--- config.mk ---
export PLATFORM = sky130hd
export DESIGN_NAME = motion_alarm_manager
export DESIGN_NICKNAME = d
export VERILOG_FILES = /design/src/verilog/mam_pkg.sv /design/src/verilog/mam_blinker.sv /design/src/verilog/motion_alarm_manager.sv
export VERILOG_INCLUDE_DIRS = /design/src /design/src/verilog
export SDC_FILE = /design/constraint.sdc
export NUM_CORES = 1
export LEC_CHECK = 0
export BUFFER_PORTS_ARGS = -buffer_cell sky130_fd_sc_hd__buf_2
export CELL_PAD_IN_SITES_DETAIL_PLACEMENT = 1
export CELL_PAD_IN_SITES_GLOBAL_PLACEMENT = 2
export CORE_UTILIZATION = 31
export DETAILED_ROUTE_END_ITERATION = 7
export PLACE_DENSITY_LB_ADDON = 0.1
export SYNTH_ARGS = -nofsm -noshare
export SYNTH_HDL_FRONTEND = slang
export SYNTH_HIERARCHICAL = 1
export SYNTH_SLANG_ARGS = --single-unit
--- constraint.sdc ---
create_clock -name clk_sys -period 4.63 [get_ports clk_sys]
set_input_delay 1.389 -clock clk_sys [delete_from_list [all_inputs] [get_ports clk_sys]]
set_output_delay 1.389 -clock clk_sys [all_outputs]
set_load 0.01 [all_outputs]
--- src/verilog/mam_defines.svh ---
// Register map, alarm codes, blink counts and timing constants of the motion alarm manager
`ifndef MAM_DEFINES_SVH
`define MAM_DEFINES_SVH

`define MAM_ADDR_W          8
`define MAM_REG_ALARM       8'h00
`define MAM_REG_CLEAR       8'h04
`define MAM_REG_INT_STATUS  8'h08
`define MAM_REG_INT_MASK    8'h0C

`define MAM_CLR_CMD_BIT     0
`define MAM_ALM_ACTIVE_BIT  8
`define MAM_ALM_CLRABLE_BIT 9
`define MAM_INT_RAISE_BIT   0
`define MAM_INT_CLEAR_BIT   1
`define MAM_INT_MASK_RST    2'h0

`define MAM_RESP_OKAY       2'h0
`define MAM_RESP_SLVERR     2'h2

`define MAM_CODE_NONE       8'h00
`define MAM_CODE_ESTOP      8'h68
`define MAM_CODE_LS_BOTH    8'h60
`define MAM_CODE_LS_SWAP    8'h61
`define MAM_CODE_HOME       8'h62
`define MAM_CODE_HW_OT      8'h66
`define MAM_CODE_SW_OT      8'h67
`define MAM_CODE_INVALID    8'h70
`define MAM_CODE_SENSOR     8'h42
`define MAM_CODE_ROTOR      8'h43
`define MAM_CODE_NVRAM      8'h41
`define MAM_CODE_SYSTEM     8'hF0
`define MAM_CODE_OVERHEAT   8'h21
`define MAM_CODE_OVERLOAD   8'h30
`define MAM_CODE_OVERSPEED  8'h31
`define MAM_CODE_OVERVOLT   8'h22
`define MAM_CODE_DEVIATION  8'h10
`define MAM_CODE_OVERCURR   8'h20

`define MAM_BLINK_OFF       4'h0
`define MAM_BLINK_HEAT      4'h2
`define MAM_BLINK_VOLT      4'h3
`define MAM_BLINK_DEV       4'h4
`define MAM_BLINK_CURR      4'h5
`define MAM_BLINK_ESTOP     4'h6
`define MAM_BLINK_MOTION    4'h7
`define MAM_BLINK_SENSOR    4'h8
`define MAM_BLINK_NVRAM     4'h9
`define MAM_BLINK_STEADY    4'hF

`define MAM_CLK_HZ          20000000
`define MAM_BLINK_ON_MS     200
`define MAM_BLINK_OFF_MS    200
`define MAM_BLINK_GAP_MS    1000
`define MAM_BLINK_ON_CYC    ((`MAM_CLK_HZ / 1000) * `MAM_BLINK_ON_MS)
`define MAM_BLINK_OFF_CYC   ((`MAM_CLK_HZ / 1000) * `MAM_BLINK_OFF_MS)
`define MAM_BLINK_GAP_CYC   ((`MAM_CLK_HZ / 1000) * `MAM_BLINK_GAP_MS)
`define MAM_PWRUP_CYC       5'h1F

`endif

--- src/verilog/mam_pkg.sv ---
// Types shared by the motion alarm manager modules
package mam_pkg;

  typedef logic [24:0] mam_cnt_t;

  typedef enum logic [1:0] {
    BL_IDLE = 2'b00,
    BL_ON   = 2'b01,
    BL_OFF  = 2'b10,
    BL_GAP  = 2'b11
  } mam_blink_e;

  typedef struct packed {
    mam_blink_e state;
    mam_cnt_t   cnt;
    logic [3:0] done;
    logic       lamp;
  } mam_blink_s;

  typedef struct packed {
    logic        awRdy;
    logic        wRdy;
    logic        awHave;
    logic        wHave;
    logic [7:0]  awAddr;
    logic [31:0] wData;
    logic        wLow;
    logic        bValid;
    logic [1:0]  bResp;
    logic        arRdy;
    logic        rValid;
    logic [1:0]  rResp;
    logic [31:0] rData;
    logic        aclPrev;
    logic        almActive;
    logic        alarm_clear_command;
    logic [7:0]  almCode;
    logic [3:0]  blinkCnt;
    logic        alarmOut;
    logic        deenergize;
    logic        stopNow;
    logic        decelStop;
    logic        progHalt;
    logic        ioRelease;
    logic        homeReset;
    logic        swLimitOff;
    logic [1:0]  intSts;
    logic [1:0]  intMask;
    logic        irq;
    logic [4:0]  pwrCnt;
  } mam_state_s;

endpackage

--- src/verilog/mam_blinker.sv ---
// Alarm lamp sequencer: N flashes then a pause, or steady light
`timescale 1ns/1ns
`include "mam_defines.svh"
module mam_blinker
  import mam_pkg::*;
#(
  parameter int ON_CYC  = `MAM_BLINK_ON_CYC,
  parameter int OFF_CYC = `MAM_BLINK_OFF_CYC,
  parameter int GAP_CYC = `MAM_BLINK_GAP_CYC
)
(
  // Clock and reset
  input  wire logic       clk_sys,
  input  wire logic       reset,
  // Flash count, zero is dark
  input  wire logic [3:0] blinkCount,
  // Lamp drive
  output logic            lamp
);

  mam_blink_s st;
  mam_blink_s n;
  logic [3:0] doneNext;

  always_comb
  begin
    n = st;
    doneNext = st.done + 4'h1;
    if (blinkCount == `MAM_BLINK_OFF)
    begin
      n.state = BL_IDLE;
      n.lamp = 1'b0;
    end
    else if (blinkCount == `MAM_BLINK_STEADY)
    begin
      n.state = BL_IDLE;
      n.lamp = 1'b1;
    end
    else
    begin
      case (st.state)
        BL_IDLE:
        begin
          n.state = BL_ON;
          n.cnt = mam_cnt_t'(ON_CYC - 1);
          n.done = 4'h0;
          n.lamp = 1'b1;
        end
        BL_ON:
        begin
          n.cnt = st.cnt - mam_cnt_t'(1);
          if (st.cnt == mam_cnt_t'(0))
          begin
            n.lamp = 1'b0;
            n.done = doneNext;
            n.state = (doneNext >= blinkCount) ? BL_GAP : BL_OFF;
            n.cnt = (doneNext >= blinkCount) ? mam_cnt_t'(GAP_CYC - 1) : mam_cnt_t'(OFF_CYC - 1);
          end
        end
        BL_OFF:
        begin
          n.cnt = st.cnt - mam_cnt_t'(1);
          if (st.cnt == mam_cnt_t'(0))
          begin
            n.state = BL_ON;
            n.cnt = mam_cnt_t'(ON_CYC - 1);
            n.lamp = 1'b1;
          end
        end
        default:
        begin
          n.cnt = st.cnt - mam_cnt_t'(1);
          if (st.cnt == mam_cnt_t'(0))
            n.state = BL_IDLE;
        end
      endcase
    end
  end

  always_ff @(posedge clk_sys)
  begin
    if (reset)
      st <= '{state: BL_IDLE, cnt: '0, done: 4'h0, lamp: 1'b0};
    else
      st <= n;
  end

  assign lamp = st.lamp;

endmodule

--- src/verilog/motion_alarm_manager.sv ---
// Alarm latch, stop actions, clear handling and AXI4-Lite access for the motor driver
// Functional notes
// RULE1: Emergency stop latches 68h, six flashes; action select 0 halts program, de-energizes. Code gives seven flashes when action select is 1.
// RULE2: Both limit sensors on together latch 60h, seven-flash group, clearable.
// RULE3: Limit sensors wired swapped latch 61h and stop the motor immediately.
// RULE4: Failed mechanical home seeking latches 62h and stops motion immediately.
// RULE5: Hardware overtravel latches 66h, halts program, stops motor immediately. Code halts program only when emergency_halt_action_select is 1.
// RULE6: Software overtravel latches 67h and decelerates to a stop.
// RULE7: Starting an inexecutable operation pattern latches 70h and stops the motion.
// RULE8: Cable or position-sensor fault latches 42h, eight flashes, de-energizes, power cycle only.
// RULE9: Shaft turning at power-up latches 43h, eight flashes, de-energizes, power cycle only.
// RULE10: Corrupted stored parameters latch 41h, nine flashes, de-energize, power cycle only.
// RULE11: Internal driver failure latches F0h, lamp steady on, de-energizes, power cycle only.
// RULE12: Alarm output is off while any alarm is latched, on again afterwards.
// RULE13: The latched alarm code is readable by the host on query.
// RULE14: A clearable alarm clears on clear input falling edge or host clear command.
// RULE15: Power-cycle clearing needs power removed at least 10 seconds beforehand.
// RULE16: Clearing heat, load, speed, voltage or deviation alarms releases I/O, home, limit.
// RULE17: Sensor, rotor, memory, overcurrent and system alarms ignore input and command clears.
// RULE18: The outside party removes the alarm cause before clearing, else it re-raises.
// RULE19: Codes without their own flash count use their group's count.
`timescale 1ns/1ns
`include "mam_defines.svh"
module motion_alarm_manager
  import mam_pkg::*;
#(
  parameter int BLINK_ON_CYC  = `MAM_BLINK_ON_CYC,
  parameter int BLINK_OFF_CYC = `MAM_BLINK_OFF_CYC,
  parameter int BLINK_GAP_CYC = `MAM_BLINK_GAP_CYC
)
(
  // Clock and reset
  input  wire logic        clk_sys,
  input  wire logic        reset,
  // AXI4-Lite slave
  input  wire logic [7:0]  s_axi_awaddr,
  input  wire logic        s_axi_awvalid,
  output logic             s_axi_awready,
  input  wire logic [31:0] s_axi_wdata,
  input  wire logic [3:0]  s_axi_wstrb,
  input  wire logic        s_axi_wvalid,
  output logic             s_axi_wready,
  output logic [1:0]       s_axi_bresp,
  output logic             s_axi_bvalid,
  input  wire logic        s_axi_bready,
  input  wire logic [7:0]  s_axi_araddr,
  input  wire logic        s_axi_arvalid,
  output logic             s_axi_arready,
  output logic [31:0]      s_axi_rdata,
  output logic [1:0]       s_axi_rresp,
  output logic             s_axi_rvalid,
  input  wire logic        s_axi_rready,
  // Fault detectors
  input  wire logic        emergencyStopInput,
  input  wire logic        forwardLimitSensor,
  input  wire logic        reverseLimitSensor,
  input  wire logic        limitSwapDetected,
  input  wire logic        homeSeekFailed,
  input  wire logic        hwLimitPassed,
  input  wire logic        swLimitPassed,
  input  wire logic        invalidOpStarted,
  input  wire logic        motorSensorFault,
  input  wire logic        shaftTurning,
  input  wire logic        nvParamCorrupt,
  input  wire logic        driverFailure,
  input  wire logic        overheatFault,
  input  wire logic        overloadFault,
  input  wire logic        overspeedFault,
  input  wire logic        overvoltageFault,
  input  wire logic        deviationFault,
  input  wire logic        overcurrentFault,
  // Configuration and clear input
  input  wire logic        emergency_stop_action_select,
  input  wire logic        emergency_halt_action_select,
  input  wire logic        alarmClearInput,
  // Alarm and motor control outputs
  output logic             alarmOutput,
  output logic             alarmIndicatorLamp,
  output logic             motorDeenergize,
  output logic             motorStopNow,
  output logic             motorDecelStop,
  output logic             programHalt,
  output logic             ioAssignRelease,
  output logic             electricalHomeReset,
  output logic             softLimitDisable,
  output logic             irq
);

  mam_state_s st;
  mam_state_s n;
  logic       powerUp;
  logic       lockFault;
  logic [7:0] newCode;
  logic       wrFire;
  logic       rdFire;
  logic       clearCmd;
  logic       clearEdge;
  logic       clearReq;
  logic       doClear;
  logic       raise;

  // Highest severity first so a power-cycle alarm is never masked by a clearable one
  function automatic logic [7:0] faultCode(input logic pu);
    if (driverFailure)                                  return `MAM_CODE_SYSTEM;   // RULE11
    else if (nvParamCorrupt)                            return `MAM_CODE_NVRAM;    // RULE10
    else if (motorSensorFault)                          return `MAM_CODE_SENSOR;   // RULE8
    else if (shaftTurning && pu)                        return `MAM_CODE_ROTOR;    // RULE9
    else if (overcurrentFault)                          return `MAM_CODE_OVERCURR;
    else if (emergencyStopInput)                        return `MAM_CODE_ESTOP;    // RULE1
    else if (overvoltageFault)                          return `MAM_CODE_OVERVOLT;
    else if (deviationFault)                            return `MAM_CODE_DEVIATION;
    else if (overheatFault)                             return `MAM_CODE_OVERHEAT;
    else if (overloadFault)                             return `MAM_CODE_OVERLOAD;
    else if (overspeedFault)                            return `MAM_CODE_OVERSPEED;
    else if (forwardLimitSensor && reverseLimitSensor)  return `MAM_CODE_LS_BOTH;  // RULE2
    else if (limitSwapDetected)                         return `MAM_CODE_LS_SWAP;  // RULE3
    else if (homeSeekFailed)                            return `MAM_CODE_HOME;     // RULE4
    else if (hwLimitPassed)                             return `MAM_CODE_HW_OT;    // RULE5
    else if (swLimitPassed)                             return `MAM_CODE_SW_OT;    // RULE6
    else if (invalidOpStarted)                          return `MAM_CODE_INVALID;  // RULE7
    else                                                return `MAM_CODE_NONE;
  endfunction

  function automatic logic powerCycleOnly(input logic [7:0] c);
    return c == `MAM_CODE_SENSOR || c == `MAM_CODE_ROTOR || c == `MAM_CODE_NVRAM ||
           c == `MAM_CODE_OVERCURR || c == `MAM_CODE_SYSTEM; // RULE17
  endfunction

  function automatic logic clearInits(input logic [7:0] c);
    return c == `MAM_CODE_OVERHEAT || c == `MAM_CODE_OVERLOAD || c == `MAM_CODE_OVERSPEED ||
           c == `MAM_CODE_OVERVOLT || c == `MAM_CODE_DEVIATION; // RULE16
  endfunction

  function automatic logic torqueOff(input logic [7:0] c, input logic sel);
    return clearInits(c) || powerCycleOnly(c) || (c == `MAM_CODE_ESTOP && !sel); // RULE1 RULE8 RULE9 RULE10 RULE11
  endfunction

  function automatic logic [3:0] blinkOf(input logic [7:0] c, input logic sel);
    if (c == `MAM_CODE_SYSTEM)                               return `MAM_BLINK_STEADY; // RULE11
    else if (c == `MAM_CODE_NVRAM)                           return `MAM_BLINK_NVRAM;  // RULE10
    else if (c == `MAM_CODE_SENSOR || c == `MAM_CODE_ROTOR)  return `MAM_BLINK_SENSOR; // RULE8 RULE9
    else if (c == `MAM_CODE_OVERCURR)                        return `MAM_BLINK_CURR;
    else if (c == `MAM_CODE_DEVIATION)                       return `MAM_BLINK_DEV;
    else if (c == `MAM_CODE_OVERVOLT)                        return `MAM_BLINK_VOLT;
    else if (clearInits(c))                                  return `MAM_BLINK_HEAT;
    else if (c == `MAM_CODE_ESTOP && !sel)                   return `MAM_BLINK_ESTOP;  // RULE1
    else if (c == `MAM_CODE_NONE)                            return `MAM_BLINK_OFF;
    else                                                     return `MAM_BLINK_MOTION; // RULE19
  endfunction

  always_comb
  begin
    n = st;
    powerUp = st.pwrCnt != `MAM_PWRUP_CYC;
    newCode = faultCode(powerUp);
    lockFault = powerCycleOnly(newCode);
    wrFire = st.awHave && st.wHave && !st.bValid;
    rdFire = s_axi_arvalid && st.arRdy;
    clearCmd = wrFire && st.awAddr == `MAM_REG_CLEAR && st.wLow && st.wData[`MAM_CLR_CMD_BIT];
    clearEdge = st.aclPrev && !alarmClearInput;
    clearReq = clearCmd || clearEdge;
    doClear = st.almActive && st.alarm_clear_command && clearReq; // RULE14
    // A cleared alarm whose cause persists comes back next cycle
    raise = newCode != `MAM_CODE_NONE && (!st.almActive || (lockFault && st.alarm_clear_command)); // RULE18
    n.aclPrev = alarmClearInput;
    if (powerUp)
      n.pwrCnt = st.pwrCnt + 5'h1;
    n.ioRelease = 1'b0;
    if (doClear)
    begin
      n.almActive = 1'b0;
      n.almCode = `MAM_CODE_NONE;
      n.ioRelease = clearInits(st.almCode); // RULE16
      n.homeReset = n.homeReset | clearInits(st.almCode); // RULE16
      n.swLimitOff = n.swLimitOff | clearInits(st.almCode); // RULE16
    end
    if (raise)
    begin
      n.almActive = 1'b1;
      n.almCode = newCode;
      n.alarm_clear_command = !lockFault; // RULE17
    end
    n.alarmOut = !n.almActive; // RULE12
    n.blinkCnt = blinkOf(n.almCode, emergency_stop_action_select);
    n.deenergize = n.almActive && torqueOff(n.almCode, emergency_stop_action_select);
    n.decelStop = n.almActive && n.almCode == `MAM_CODE_SW_OT; // RULE6
    n.stopNow = n.almActive && !n.deenergize && !n.decelStop && n.almCode != `MAM_CODE_NONE; // RULE3 RULE4 RULE5 RULE7
    n.progHalt = n.almActive && ((n.almCode == `MAM_CODE_ESTOP && !emergency_stop_action_select) ||
                 (n.almCode == `MAM_CODE_HW_OT && emergency_halt_action_select) || clearInits(n.almCode)); // RULE1 RULE5
    if (doClear && clearInits(st.almCode))
      n.progHalt = 1'b1; // RULE16
    // Write channel: address and data accepted independently, answered once both are held
    if (s_axi_awvalid && st.awRdy)
    begin
      n.awHave = 1'b1;
      n.awAddr = s_axi_awaddr;
    end
    if (s_axi_wvalid && st.wRdy)
    begin
      n.wHave = 1'b1;
      n.wData = s_axi_wdata;
      n.wLow = s_axi_wstrb[0];
    end
    if (st.bValid && s_axi_bready)
      n.bValid = 1'b0;
    if (wrFire)
    begin
      n.awHave = 1'b0;
      n.wHave = 1'b0;
      n.bValid = 1'b1;
      n.bResp = `MAM_RESP_OKAY;
      if (st.awAddr == `MAM_REG_INT_MASK)
      begin
        if (st.wLow)
          n.intMask = st.wData[1:0];
      end
      else if (st.awAddr != `MAM_REG_CLEAR)
        n.bResp = `MAM_RESP_SLVERR;
    end
    n.awRdy = !n.awHave && !n.bValid;
    n.wRdy = !n.wHave && !n.bValid;
    // Read channel
    if (st.rValid && s_axi_rready)
      n.rValid = 1'b0;
    n.intSts = st.intSts;
    if (rdFire)
    begin
      n.rValid = 1'b1;
      n.rResp = `MAM_RESP_OKAY;
      n.rData = 32'h0000_0000;
      if (s_axi_araddr == `MAM_REG_ALARM)
      begin
        n.rData[7:0] = st.almCode; // RULE13
        n.rData[`MAM_ALM_ACTIVE_BIT] = st.almActive;
        n.rData[`MAM_ALM_CLRABLE_BIT] = st.alarm_clear_command;
      end
      else if (s_axi_araddr == `MAM_REG_INT_STATUS)
      begin
        n.rData[1:0] = st.intSts;
        n.intSts = 2'h0;
      end
      else if (s_axi_araddr == `MAM_REG_INT_MASK)
        n.rData[1:0] = st.intMask;
      else if (s_axi_araddr != `MAM_REG_CLEAR)
        n.rResp = `MAM_RESP_SLVERR;
    end
    n.arRdy = !n.rValid;
    // Setting after the read clear lets a same-cycle event survive
    if (raise)
      n.intSts[`MAM_INT_RAISE_BIT] = 1'b1;
    if (doClear)
      n.intSts[`MAM_INT_CLEAR_BIT] = 1'b1;
    n.irq = |(n.intSts & n.intMask);
  end

  always_ff @(posedge clk_sys)
  begin
    if (reset)
    begin
      st <= '0;
      st.alarmOut <= 1'b1;
      st.awRdy <= 1'b1;
      st.wRdy <= 1'b1;
      st.arRdy <= 1'b1;
      st.intMask <= `MAM_INT_MASK_RST;
    end
    else
      st <= n;
  end

  mam_blinker #(
    .ON_CYC  (BLINK_ON_CYC),
    .OFF_CYC (BLINK_OFF_CYC),
    .GAP_CYC (BLINK_GAP_CYC)
  ) u_blinker (
    .clk_sys    (clk_sys),
    .reset      (reset),
    .blinkCount (st.blinkCnt),
    .lamp       (alarmIndicatorLamp)
  );

  assign s_axi_awready = st.awRdy;
  assign s_axi_wready = st.wRdy;
  assign s_axi_bresp = st.bResp;
  assign s_axi_bvalid = st.bValid;
  assign s_axi_arready = st.arRdy;
  assign s_axi_rdata = st.rData;
  assign s_axi_rresp = st.rResp;
  assign s_axi_rvalid = st.rValid;
  assign alarmOutput = st.alarmOut;
  assign motorDeenergize = st.deenergize;
  assign motorStopNow = st.stopNow;
  assign motorDecelStop = st.decelStop;
  assign programHalt = st.progHalt;
  assign ioAssignRelease = st.ioRelease;
  assign electricalHomeReset = st.homeReset;
  assign softLimitDisable = st.swLimitOff;
  assign irq = st.irq;

  estop_latch_a: assert property (@(posedge clk_sys) disable iff (reset) // RULE1
    !st.almActive && emergencyStopInput && !driverFailure && !nvParamCorrupt && !motorSensorFault &&
    !overcurrentFault && !(shaftTurning && powerUp) && !emergency_stop_action_select
    |=> st.almCode == 8'h68 ##1 st.blinkCnt == 4'h6 && motorDeenergize && programHalt)
    else $error("Emergency stop not latched with six flashes");

  limit_group_a: assert property (@(posedge clk_sys) disable iff (reset) // RULE2
    st.almActive && st.almCode == 8'h60 |-> ##1 st.blinkCnt == 4'h7 || !st.almActive || st.almCode != 8'h60)
    else $error("Limit fault not in seven-flash group");

  sensor_torque_a: assert property (@(posedge clk_sys) disable iff (reset) // RULE8
    $rose(st.almActive) && st.almCode == 8'h42 |-> motorDeenergize && st.blinkCnt == 4'h8 && !st.alarm_clear_command)
    else $error("Sensor fault did not remove torque");

  decel_stop_a: assert property (@(posedge clk_sys) disable iff (reset) // RULE6
    st.almActive && st.almCode == 8'h67 |-> motorDecelStop && !motorStopNow && !motorDeenergize)
    else $error("Software overtravel not decelerating");

  system_steady_a: assert property (@(posedge clk_sys) disable iff (reset) // RULE11
    st.almActive && st.almCode == 8'hF0 |=> st.blinkCnt == 4'hF && motorDeenergize)
    else $error("System failure lamp not steady");

  alarm_out_a: assert property (@(posedge clk_sys) disable iff (reset) // RULE12
    $changed(st.almActive) |-> alarmOutput == !st.almActive && $past(alarmOutput) != alarmOutput)
    else $error("Alarm output not following alarm state");

  locked_hold_a: assert property (@(posedge clk_sys) disable iff (reset) // RULE17
    st.almActive && !st.alarm_clear_command && clearReq |=> st.almActive && $stable(st.almCode))
    else $error("Power-cycle alarm cleared by input or command");

  clear_edge_a: assert property (@(posedge clk_sys) disable iff (reset) // RULE14
    st.almActive && st.alarm_clear_command && st.aclPrev && !alarmClearInput && newCode == 8'h00 |=>
    !st.almActive ##1 (!st.almActive || $past(newCode) != 8'h00))
    else $error("Clearable alarm not cleared");

  clear_init_a: assert property (@(posedge clk_sys) disable iff (reset) // RULE16
    doClear && st.almCode == 8'h21 |=> ioAssignRelease && electricalHomeReset && softLimitDisable ##1 !ioAssignRelease)
    else $error("Overheat clear missed initialisation");

  query_code_a: assert property (@(posedge clk_sys) disable iff (reset) // RULE13
    rdFire && s_axi_araddr == 8'h00 |=> s_axi_rvalid && s_axi_rdata[7:0] == $past(st.almCode))
    else $error("Alarm query returned wrong code");

endmodule

==> summary.md, run 1 <==
| Metric | Value |
|---|---|
| Sequential share of power | `0.429` |
| Number of global-route vias before repair | `~5.0k` |
| DP Worst Slack | `0.273 ns` |
| I/O Buffers | `73` |
| Post-synthesis adder-cell area fraction | `0.0224` |
| Data required, critical path | `4.90 ns` |
| Dpl hpwl | `12600 um` |
| CP Capture Point | `motorStopNow` |
| PnR worst setup slack | `0.635 ns` |
| Asr flop ratio synth | `0` |
| # IOs | `131` |
| Setup TNS | `0 ns` |
| DRT iter0 DRCs | `approximately 180` |
| Actual slew at the worst max-slew pin | `between 1 and 1.5 ns` |
| R2R Setup Slk | `0.92 ns` |
| # nets final | `between 800 and 900` |
| Total GRT Usage | `0.185` |
| Root Driver | `clkbuf_16` |
| Max-Cap Viols | `0` |
| Multiplexer share of the synthesized area | `0.0261` |
| Antenna-violating nets left | `0` |
| Post-synthesis compound-gate area fraction | `0.205` |
| Crit path from | `homeSeekFailed` |
| DR pass1 iterations | `4` |
| Overflow left after global routing | `0` |
| First-pass GRT wire length | `26500 um` |
| CTS Hold Buffers Added | `0` |
| Mapped Cells | `~660` |
| Reg2reg end | `motorStopNow` |
| Internal | `0.00148 W` |
| Worst EP arrival | `roughly 4.3 ns` |
| CP Class | `in -> reg` |
| Row count | `48` |
| Simple-gate share of the synthesized area | `0.286` |
| Synth-to-Final Area Change | `14.1%` |
| Maximum vdd drop | `0.000213 V` |
| Clk buf depth | `2` |
| FF+latch count, synth | `95` |
| Unrepaired setup endpoints after global routing | `false` |
| Type of origin of the critical path | `input pin` |
| Status | `completed` |
| Share of cells above drive strength 1 | `0.188` |
| Max Freq | `~250 MHz` |
| Max H-tree Level | `3` |
| Worst r2r src | `st[1]` |
| Commonest non-fill, non-tap cell in the layout | `dfxtp_1` |
| P per Cell Area | `356 nW/um^2` |
| Post-cts sizing count | `0` |
| Commonest cells after routing, fill and taps aside | `dfxtp_1 (95), buf_2 (73), nor2_1 (71)` |
| Vert. Die Dim | `135 um` |
| Logic pwr share | `0.212` |
| Hold Crit Class | `reg -> reg` |
| Setup Buffers After CTS | `0` |
| EDFF count, synth | `0` |
| P_sw | `0.000742 W` |
| Largest net degree at the start of global routing | `35` |
| Switching share of power | `0.333` |
| Starting Density | `0.316` |
| Routability congestion estimate | `between 0.8 and 0.9` |
| Clk slew on worst S/H paths | `around 0.07 ns` |
| Maximum fanout along the worst path | `10` |
| Die Footprint | `18200 um^2` |
| Skew final | `0.0103 ns` |
| CTS tree | `built` |
| R2r worst-path depth | `12` |
| CP Capture Type | `flop` |
| Synth Cell Area | `5470 um^2` |
| Post-DR vias/cell | `5.30` |
| Clock power share | `0.358` |
| Wire per inst | `17.0 um` |
| Syn_area_per_cell | `8.26 um^2` |
| Synth unique cells | `87` |
| Inserted Clock Buffers | `9` |
| WHS | `0.457 ns` |
| CORE AREA | `17300 um^2` |
| Number of diodes | `0` |
| Via total after detailed routing | `5048` |
| Clk_lat worst skew | `0.36 ns` |
| Fin crit period | `around 4 ns` |
| Synth Area in XOR/XNOR | `0.0320` |
| Post-synth top flop | `dfxtp_1` |
| Die W | `135 um` |
| LEAKAGE | `2.49 nW` |
| # DRC | `0` |
| Initial antenna violation count | `0` |
| Period utilization | `0.863` |
| Yosys warnings | `6` |
| Register area share after synthesis | `0.347` |
| Total power | `about 0.0022 W` |
| Final WL | `16200 um` |
| Max_slew headroom | `0.299` |
| Clk sink count | `95` |
| Main combinational cell family by area after synthesis | `simple AND/OR/NAND/NOR gates` |
| Final setup vio count | `0` |
| Slew Viols, Final | `0` |
| Final Hold Fails | `0` |
==> power groups by stage <==
stage | logic, W | registers (W) | clock network (W)
after floorplan | 0.000349 | 0.000948 | 0
after global placement | 0.000464 | 0.000969 | 0
after detailed placement | 0.000475 | 0.000973 | 0
after CTS | 0.000478 | 0.000954 | 0.000824
after global routing | 0.000527 | 0.000964 | 0.000865
final | 0.000473 | 0.000955 | 0.000797
==> per-layer routing <==
metal / wire length (um) / global-route usage / up-vias
met5: 0 / 0 / -
met4: 329 / 0.0643 / 0
met1: 7900 / 0.246 / 2433
met2: 7440 / 0.297 / 100
li1: - / - / 2496
met3: 565 / 0.0364 / 19
==> through the flow <==
step	instances	util	cell area [um^2]
after floorplan	686	-	5560
final	952	0.361	6250
after detailed placement	936	0.343	5930
after global placement	936	0.343	5930
after global routing	952	0.361	6250
after CTS	952	0.361	6250
==> worst min path at each step <==
| stage | start | to | slack (ns) | cells past startpoint |
|---|---|---|---|---|
| 2_1_floorplan | st[110] | st[110] | 0.43 | 2 |
| 3_3_place_gp | electricalHomeReset | electricalHomeReset | 0.43 | 1 |
| 3_5_place_dp | st[111] | st[111] | 0.45 | 2 |
| 4_1_cts | st[111] | st[111] | 0.46 | 2 |
| 5_1_grt | st[112] | st[112] | 0.49 | 2 |
| 6_report | st[111] | st[111] | 0.46 | 2 |
==> cell families (layout without fill, tap and decap cells) <==
logic type	Yosys count	count (layout)
simple gates	287	287
compound gates	156	156
flops	95	95
buf+inv	80	121
xor+xnor	20	20
mux	14	14
fa+ha+maj	10	10
other cells	1	24
==> worst max-delay path, cell delays in order <==
cell       delay (ns)
buf_2            0.12
or3_4            0.41
nor3_2           0.29
o21ai_2          0.21
a2111oi_4        0.38
o211ai_2         0.36
o32ai_2          0.36
nor3_1           0.16
a211o_1          0.33
nor4b_2          0.23
==> synthesized netlist by cell type (5+ instances only) <==
| master | instances | area, um^2 |
|---|---|---|
| nor2b_1 | 7 | 43.8 |
| a22oi_1 | 12 | 90.1 |
| inv_1 | 22 | 82.6 |
| nand4_1 | 7 | 43.8 |
| nor3_1 | 36 | 180 |
| or3_1 | 5 | 31.3 |
| a31oi_1 | 8 | 50.1 |
| o21ai_0 | 21 | 105 |
| nand2_1 | 59 | 221 |
| clkbuf_1 | 15 | 56.3 |
| dfxtp_1 | 95 | 1900 |
| xor2_1 | 8 | 70.1 |
| xnor2_1 | 12 | 105 |
| nand3b_1 | 7 | 52.6 |
| nand3_1 | 24 | 120 |
| a21oi_1 | 48 | 240 |
| nand2b_1 | 6 | 37.5 |
| a211oi_1 | 8 | 60.1 |
| ha_1 | 9 | 113 |
| nor2_1 | 71 | 267 |
| buf_4 | 36 | 270 |
| nor4_1 | 17 | 106 |
| mux2i_1 | 12 | 120 |
| or4_1 | 7 | 52.6 |
| a21o_1 | 5 | 37.5 |
==> sequential cells by signal (all words and copies together) (netlist names) <==
register / cells
s_axi_rresp: 1
programHalt: 1
s_axi_bvalid: 1
motorDeenergize: 1
s_axi_bresp: 1
irq: 1
s_axi_rdata: 10
motorDecelStop: 1
u_blinker/st: 31
electricalHomeReset: 1
softLimitDisable: 1
s_axi_arready: 1
s_axi_awready: 1
s_axi_wready: 1
st: 37
motorStopNow: 1
alarmOutput: 1
ioAssignRelease: 1
u_blinker/lamp: 1
s_axi_rvalid: 1
==> area by class of cell <==
type / count / area (um^2)
fill: 2111 / 11100
multi-input combinational: 511 / 3230
tap: 225 / 282
timing repair buffer: 83 / 440
clock inverter: 7 / 88.8
sequential: 95 / 1900
inverter: 22 / 82.6
clock buffer: 9 / 225
Power figures use the tool's default switching activity.
==> run 2, diff against run 1 <==
PLACE_DENSITY = 0.87   (was default)
PLACE_DENSITY_LB_ADDON = default   (was 0.1)
==> run 2 against run 1 <==
  * Critical path depth is the same
  * Die area stayed put
  * Total power is 1.7% higher
  * Sequential share of layout area fell by 0.21 points
  * First-iteration DRC count grew 23%
  * Sequential cell count is the same
  * Core utilization rose by 0.25 points
  * Via count decreased by 0.93%
  * Register-to-register slack about the same
  * Clock power is 5.3% higher
  * Worst hold slack lost 0.0023 ns
  * Largest cell class unchanged
  * Highest routed layer unchanged
==> summary.md, run 2 (same netlist as run 1, synthesis figures left out) <==
| Metric | Value |
|---|---|
| Number of diodes | `0 (unchanged)` |
| CTS Hold Buffers Added | `0 (unchanged)` |
| Setup Buffers After CTS | `0 (unchanged)` |
| Final WL | `14900 um (was 16200 um)` |
| Actual slew at the worst max-slew pin | `0.776 ns (was 1.04 ns)` |
| # IOs | `131 (unchanged)` |
| Biggest register | `st (unchanged)` |
| Placed cell count | `940 (was 936)` |
| CP Class | `in -> reg (unchanged)` |
| Commonest cells after routing, fill and taps aside | `dfxtp_1 (95), buf_2 (73), nor2_1 (71) (unchanged)` |
| Hold Crit Class | `reg -> reg (unchanged)` |
| Synth-to-Final Area Change | `14.9% (was 14.1%)` |
| Type of origin of the critical path | `input pin (unchanged)` |
| Fin crit period | `4.07 ns (was 4.00 ns)` |
| # DRC | `0 (unchanged)` |
| Clk buf depth | `2 (unchanged)` |
| Max Freq | `246 MHz (was 250 MHz)` |
| Unrepaired setup endpoints after global routing | `false (unchanged)` |
| Max_slew headroom | `0.478 (was 0.299)` |
| P per Cell Area | `360 nW/um^2 (was 356 nW/um^2)` |
| Largest register FFs | `37 (unchanged)` |
| Share of cells above drive strength 1 | `0.189 (was 0.188)` |
| Slew Viols, Final | `0 (unchanged)` |
| Die Footprint | `18200 um^2 (unchanged)` |
| Post-route insts no fill | `954 (was 952)` |
| LEAKAGE | `2.51 nW (was 2.49 nW)` |
| Data required, critical path | `4.88 ns (was 4.90 ns)` |
| WHS | `0.455 ns (was 0.457 ns)` |
| I/O Buffers | `73 (unchanged)` |
| Dpl hpwl | `11400 um (was 12600 um)` |
| Total power | `0.00226 W (was 0.00222 W)` |
| Starting Density | `0.316 (unchanged)` |
| Routability congestion estimate | `0.850 (was 0.835)` |
| Number of global-route vias before repair | `4908 (was 5018)` |
| First-pass GRT wire length | `24400 um (was 26500 um)` |
| Final setup vio count | `0 (unchanged)` |
| Die W | `135 um (unchanged)` |
| Maximum vdd drop | `0.000185 V (was 0.000213 V)` |
| Commonest non-fill, non-tap cell in the layout | `dfxtp_1 (unchanged)` |
| Wire per inst | `15.7 um (was 17.0 um)` |
| Clk sink count | `95 (unchanged)` |
| FILL cells | `2138 (was 2111)` |
| Final Hold Fails | `0 (unchanged)` |
| Antenna-violating nets left | `0 (unchanged)` |
| Max H-tree Level | `3 (unchanged)` |
| Post-DR vias/cell | `5.24 (was 5.30)` |
| Status | `completed (unchanged)` |
| Row count | `48 (unchanged)` |
| Clk_lat worst skew | `0.34 ns (was 0.36 ns)` |
| Overflow left after global routing | `0 (unchanged)` |
| Vert. Die Dim | `135 um (unchanged)` |
| Post-cts sizing count | `0 (unchanged)` |
| CP Capture Type | `flop (unchanged)` |
| CORE AREA | `17300 um^2 (unchanged)` |
| DRT iter0 DRCs | `216 (was 176)` |
| Via total after detailed routing | `5001 (was 5048)` |
| Clk slew on worst S/H paths | `0.06 ns (was 0.07 ns)` |
| # nets final | `815 (was 811)` |
| Setup TNS | `0 ns (unchanged)` |
| Inserted Clock Buffers | `9 (unchanged)` |
| DR pass1 iterations | `4 (unchanged)` |
| CTS tree | `built (unchanged)` |
| Total GRT Usage | `0.169 (was 0.185)` |
| Root Driver | `clkbuf_16 (unchanged)` |
| Worst EP arrival | `4.32 ns (was 4.26 ns)` |
| Skew final | `0.00562 ns (was 0.0103 ns)` |
| Period utilization | `0.879 (was 0.863)` |
| Max-Cap Viols | `0 (unchanged)` |
| Maximum fanout along the worst path | `10 (unchanged)` |
| Initial antenna violation count | `0 (unchanged)` |
| Largest net degree at the start of global routing | `45 (was 35)` |
==> run 2: cell count changes in the layout (fill, tap and decap cells not counted), sizes merged <==
cell | before | now
clkinvlp | 1 | 0
bufinv | 1 | 3
buf | 83 | 87
inv | 25 | 22
clkbuf | 9 | 10
clkinv | 2 | 1
==> run 2: path summary, 6_finish.rpt <==
path / slack (ns) / depth (start not counted) / end / startpoint
hold / removal: 0.45 / 2 / st[111] / st[111]
setup / recovery: 0.56 / 10 / motorStopNow / homeSeekFailed
setup reg to reg: 0.93 / 12 / motorStopNow / st[0]
hold reg to reg: 0.45 / 2 / st[111] / st[111]
==> run 2: through the flow <==
stage / worst slack (ns) / instance area, um^2 / util
floorplan: 0.799 / 5560 / -
global placement: 0.263 / 5950 / 0.344
detailed placement: 0.252 / 5950 / 0.344
CTS: 0.597 / 6290 / 0.364
global route: 0.407 / 6290 / 0.364
finish: 0.562 / 6290 / 0.364
==> run 2: where the power goes <==
| part | switching [W] | internal (W) | total [W] | leakage, nW |
|---|---|---|---|---|
| Clock | 0.000303 | 0.000535 | 0.000839 | 0.164 |
| Combinational | 0.000297 | 0.000175 | 0.000472 | 1.57 |
| Sequential | 0.0000721 | 0.000880 | 0.000952 | 0.780 |
| Total | 0.000673 | 0.00159 | 0.00226 | 2.51 |
==> run 2: worst max-delay path, stage by stage <==
cell and delay (ns):
buf_2 0.12, or3_4 0.41, nor3_2 0.27, o21ai_2 0.21, a2111oi_4 0.40, o211ai_2 0.37
o32ai_2 0.38, nor3_1 0.17, a211o_1 0.33, nor4b_2 0.26
==> run 2: area by class of cell <==
type	count	area (um^2)	area share
clock inverters	4	95.1	0.0151
well taps	225	282	0.0448
repair buffers	87	470	0.0748
clock buffers	10	239	0.0380
inverters	22	82.6	0.0131
flip-flops and latches	95	1900	0.302
multi-input cells	511	3220	0.512
==> run 2: layer usage <==
metal	vias to the layer above	wire length [um]	track usage
li1	2497	-	-
met1	2418	7120	0.213
met2	72	7270	0.290
met3	14	383	0.0323
met4	0	178	0.0487
met5	-	0	0
==> run 3, diff against run 2 <==
--- a/config.mk
+++ b/config.mk
@@ -11,5 +11,5 @@
 export CELL_PAD_IN_SITES_GLOBAL_PLACEMENT = 2
-export CORE_UTILIZATION = 31
+export CORE_UTILIZATION = 25
 export DETAILED_ROUTE_END_ITERATION = 7
-export PLACE_DENSITY = 0.87
+export PLACE_DENSITY = 0.73
 export SYNTH_ARGS = -nofsm -noshare
==> constraint.sdc (replaced) <==
create_clock -name clk_sys -period 4.63 [get_ports clk_sys]
set_input_delay 0.2315 -clock clk_sys [delete_from_list [all_inputs] [get_ports clk_sys]]
set_output_delay 0.2315 -clock clk_sys [all_outputs]
set_load 0.01 [all_outputs]
==> run 3 against run 2 <==
  * Count of clock-buffer cells in the layout stayed put
  * Sequential power barely moved
  * Wire length up 4.9%
  * Cell count grew 4.6%
  * Clock skew up 0.0015 ns
  * Combinational power fell by 1%
  * Design area fell by 0.80%
  * Sequential cell count unchanged
  * Core utilization decreased by 7.0 points
  * Worst hold slack worse by 0.35 ns
  * Via count fell by 1.9%
  * Largest power group unchanged
==> summary.md, run 3 (same netlist as run 1, synthesis figures left out) <==
| Metric | Value |
|---|---|
| Status | `completed (unchanged)` |
| Logic pwr share | `0.218 (was 0.209)` |
| Data required, critical path | `4.90 ns (was 4.88 ns)` |
| Commonest non-fill, non-tap cell in the layout | `dfxtp_1 (unchanged)` |
| Skew final | `0.00714 ns (was 0.00562 ns)` |
| Total GRT Usage | `0.146 (was 0.169)` |
| Antenna-violating nets left | `0 (unchanged)` |
| Wire per inst | `15.7 um (about the same)` |
| Final setup vio count | `0 (unchanged)` |
| CTS Hold Buffers Added | `0 (unchanged)` |
| Hold Crit Class | `in -> reg (was reg -> reg)` |
| Switching share of power | `0.332 (was 0.297)` |
| Inserted Clock Buffers | `9 (unchanged)` |
| DRT iter0 DRCs | `210 (was 216)` |
| DP Worst Slack | `0.775 ns (was 0.252 ns)` |
| Post-cts sizing count | `0 (unchanged)` |
| Fin crit period | `3.85 ns (was 4.07 ns)` |
| # IOs | `131 (unchanged)` |
| Slew Viols, Final | `0 (unchanged)` |
| Number of global-route vias before repair | `4915 (was 4908)` |
| First-pass GRT wire length | `26000 um (was 24400 um)` |
| # nets final | `807 (was 815)` |
| Min-delay src | `alarmClearInput (was st[111])` |
| Worst r2r src | `st[0] (unchanged)` |
| Actual slew at the worst max-slew pin | `1.05 ns (was 0.776 ns)` |
| Die W | `150 um (was 135 um)` |
| Unrepaired setup endpoints after global routing | `false (unchanged)` |
| I/O Buffers | `73 (unchanged)` |
| Internal | `0.00143 W (was 0.00159 W)` |
| Synth-to-Final Area Change | `14.0% (was 14.9%)` |
| Clk_lat worst skew | `0.35 ns (was 0.34 ns)` |
| Sequential share of power | `0.444 (was 0.421)` |
| Fin util | `0.294 (was 0.364)` |
| Routability congestion estimate | `0.771 (was 0.850)` |
| Number of diodes | `0 (unchanged)` |
| Row count | `53 (was 48)` |
| CP Capture Type | `flop (unchanged)` |
| Biggest register | `st (unchanged)` |
| # DRC | `0 (unchanged)` |
| P per Cell Area | `343 nW/um^2 (was 360 nW/um^2)` |
| Max Freq | `260 MHz (was 246 MHz)` |
| CTS tree | `built (unchanged)` |
| Setup TNS | `0 ns (unchanged)` |
| Starting Density | `0.258 (was 0.316)` |
| Overflow left after global routing | `0 (unchanged)` |
| Die Footprint | `22500 um^2 (was 18200 um^2)` |
| P_sw | `0.000710 W (was 0.000673 W)` |
| Largest register FFs | `37 (unchanged)` |
| Clk slew on worst S/H paths | `0.07 ns (was 0.06 ns)` |
| CORE AREA | `21200 um^2 (was 17300 um^2)` |
| Commonest cells after routing, fill and taps aside | `dfxtp_1 (95), buf_2 (73), nor2_1 (71) (unchanged)` |
| Maximum fanout along the worst path | `17 (was 10)` |
| Share of cells above drive strength 1 | `0.183 (was 0.189)` |
| Clk buf depth | `2 (unchanged)` |
| Vert. Die Dim | `150 um (was 135 um)` |
| Via total after detailed routing | `4905 (was 5001)` |
| Worst EP arrival | `4.12 ns (was 4.32 ns)` |
| Clk sink count | `95 (unchanged)` |
| Type of origin of the critical path | `flop (was input pin)` |
| Final Hold Fails | `0 (unchanged)` |
| Dpl hpwl | `12000 um (was 11400 um)` |
| Maximum vdd drop | `0.000169 V (was 0.000185 V)` |
| Max H-tree Level | `3 (unchanged)` |
| Final WL | `15700 um (was 14900 um)` |
| Max_slew headroom | `0.301 (was 0.478)` |
| DR pass1 iterations | `4 (unchanged)` |
| LEAKAGE | `2.44 nW (was 2.51 nW)` |
| Setup Buffers After CTS | `0 (unchanged)` |
| Crit path from | `st[0] (was homeSeekFailed)` |
| PnR worst setup slack | `0.778 ns (was 0.562 ns)` |
| CP Class | `reg -> reg (was in -> reg)` |
| Period utilization | `0.832 (was 0.879)` |
| Largest net degree at the start of global routing | `51 (was 45)` |
| Post-DR vias/cell | `4.91 (was 5.24)` |
| Root Driver | `clkbuf_16 (unchanged)` |
| Initial antenna violation count | `0 (unchanged)` |
| Clock power share | `0.338 (was 0.371)` |
| Max-Cap Viols | `0 (unchanged)` |
==> run 3: final cells by class <==
type | count | area (um^2)
sequential | 95 | 1900
tap | 275 | 344
clock buffer | 10 | 239
timing repair buffer | 79 | 410
fill | 2571 | 15000
inverter | 22 | 82.6
clock inverter | 6 | 42.5
multi-input combinational | 511 | 3220
==> run 3: metrics by stage <==
stage,instances,hold WS [ns],instance area (um^2),power [W]
floorplan,686,0.356,5560,0.00130
global placement,982,0.435,5960,0.00143
detailed placement,982,0.436,5960,0.00144
CTS,998,0.0910,6240,0.00218
global route,998,0.115,6240,0.00227
finish,998,0.106,6240,0.00214
==> run 3: final timing paths <==
path,end,slack [ns],cells after the start
setup reg to reg,motorStopNow,0.78,12
hold / removal,st[32],0.11,2
setup / recovery,motorStopNow,0.78,12
hold reg to reg,electricalHomeReset,0.45,1
==> run 3: power by group through the flow <==
stage / Combinational [W] / Clock [W] / Sequential (W)
finish: 0.000467 / 0.000722 / 0.000950
global route: 0.000525 / 0.000780 / 0.000961
CTS: 0.000471 / 0.000755 / 0.000951
detailed placement: 0.000469 / 0 / 0.000970
global placement: 0.000465 / 0 / 0.000968
floorplan: 0.000349 / 0 / 0.000948
==> run 3: metal layers <==
metal	share of wire	up-vias	track usage
met3	0.034	13	0.0290
li1	-	2479	-
met1	0.49	2336	0.196
met2	0.46	77	0.237
met4	0.011	0	0.0379
met5	0	-	0
==> run 3: critical path, cell delays in order (launching register included) <==
cell and delay (ns):
dfxtp_1 0.37, ha_1 0.17, and3_1 0.15, ha_1 0.29
nor2b_1 0.18, nor2_1 0.25, nand4_2 0.17, a2111oi_4 0.52
o211ai_2 0.49, o32ai_2 0.44, nor3_1 0.17, a211o_1 0.33
nor4b_2 0.23
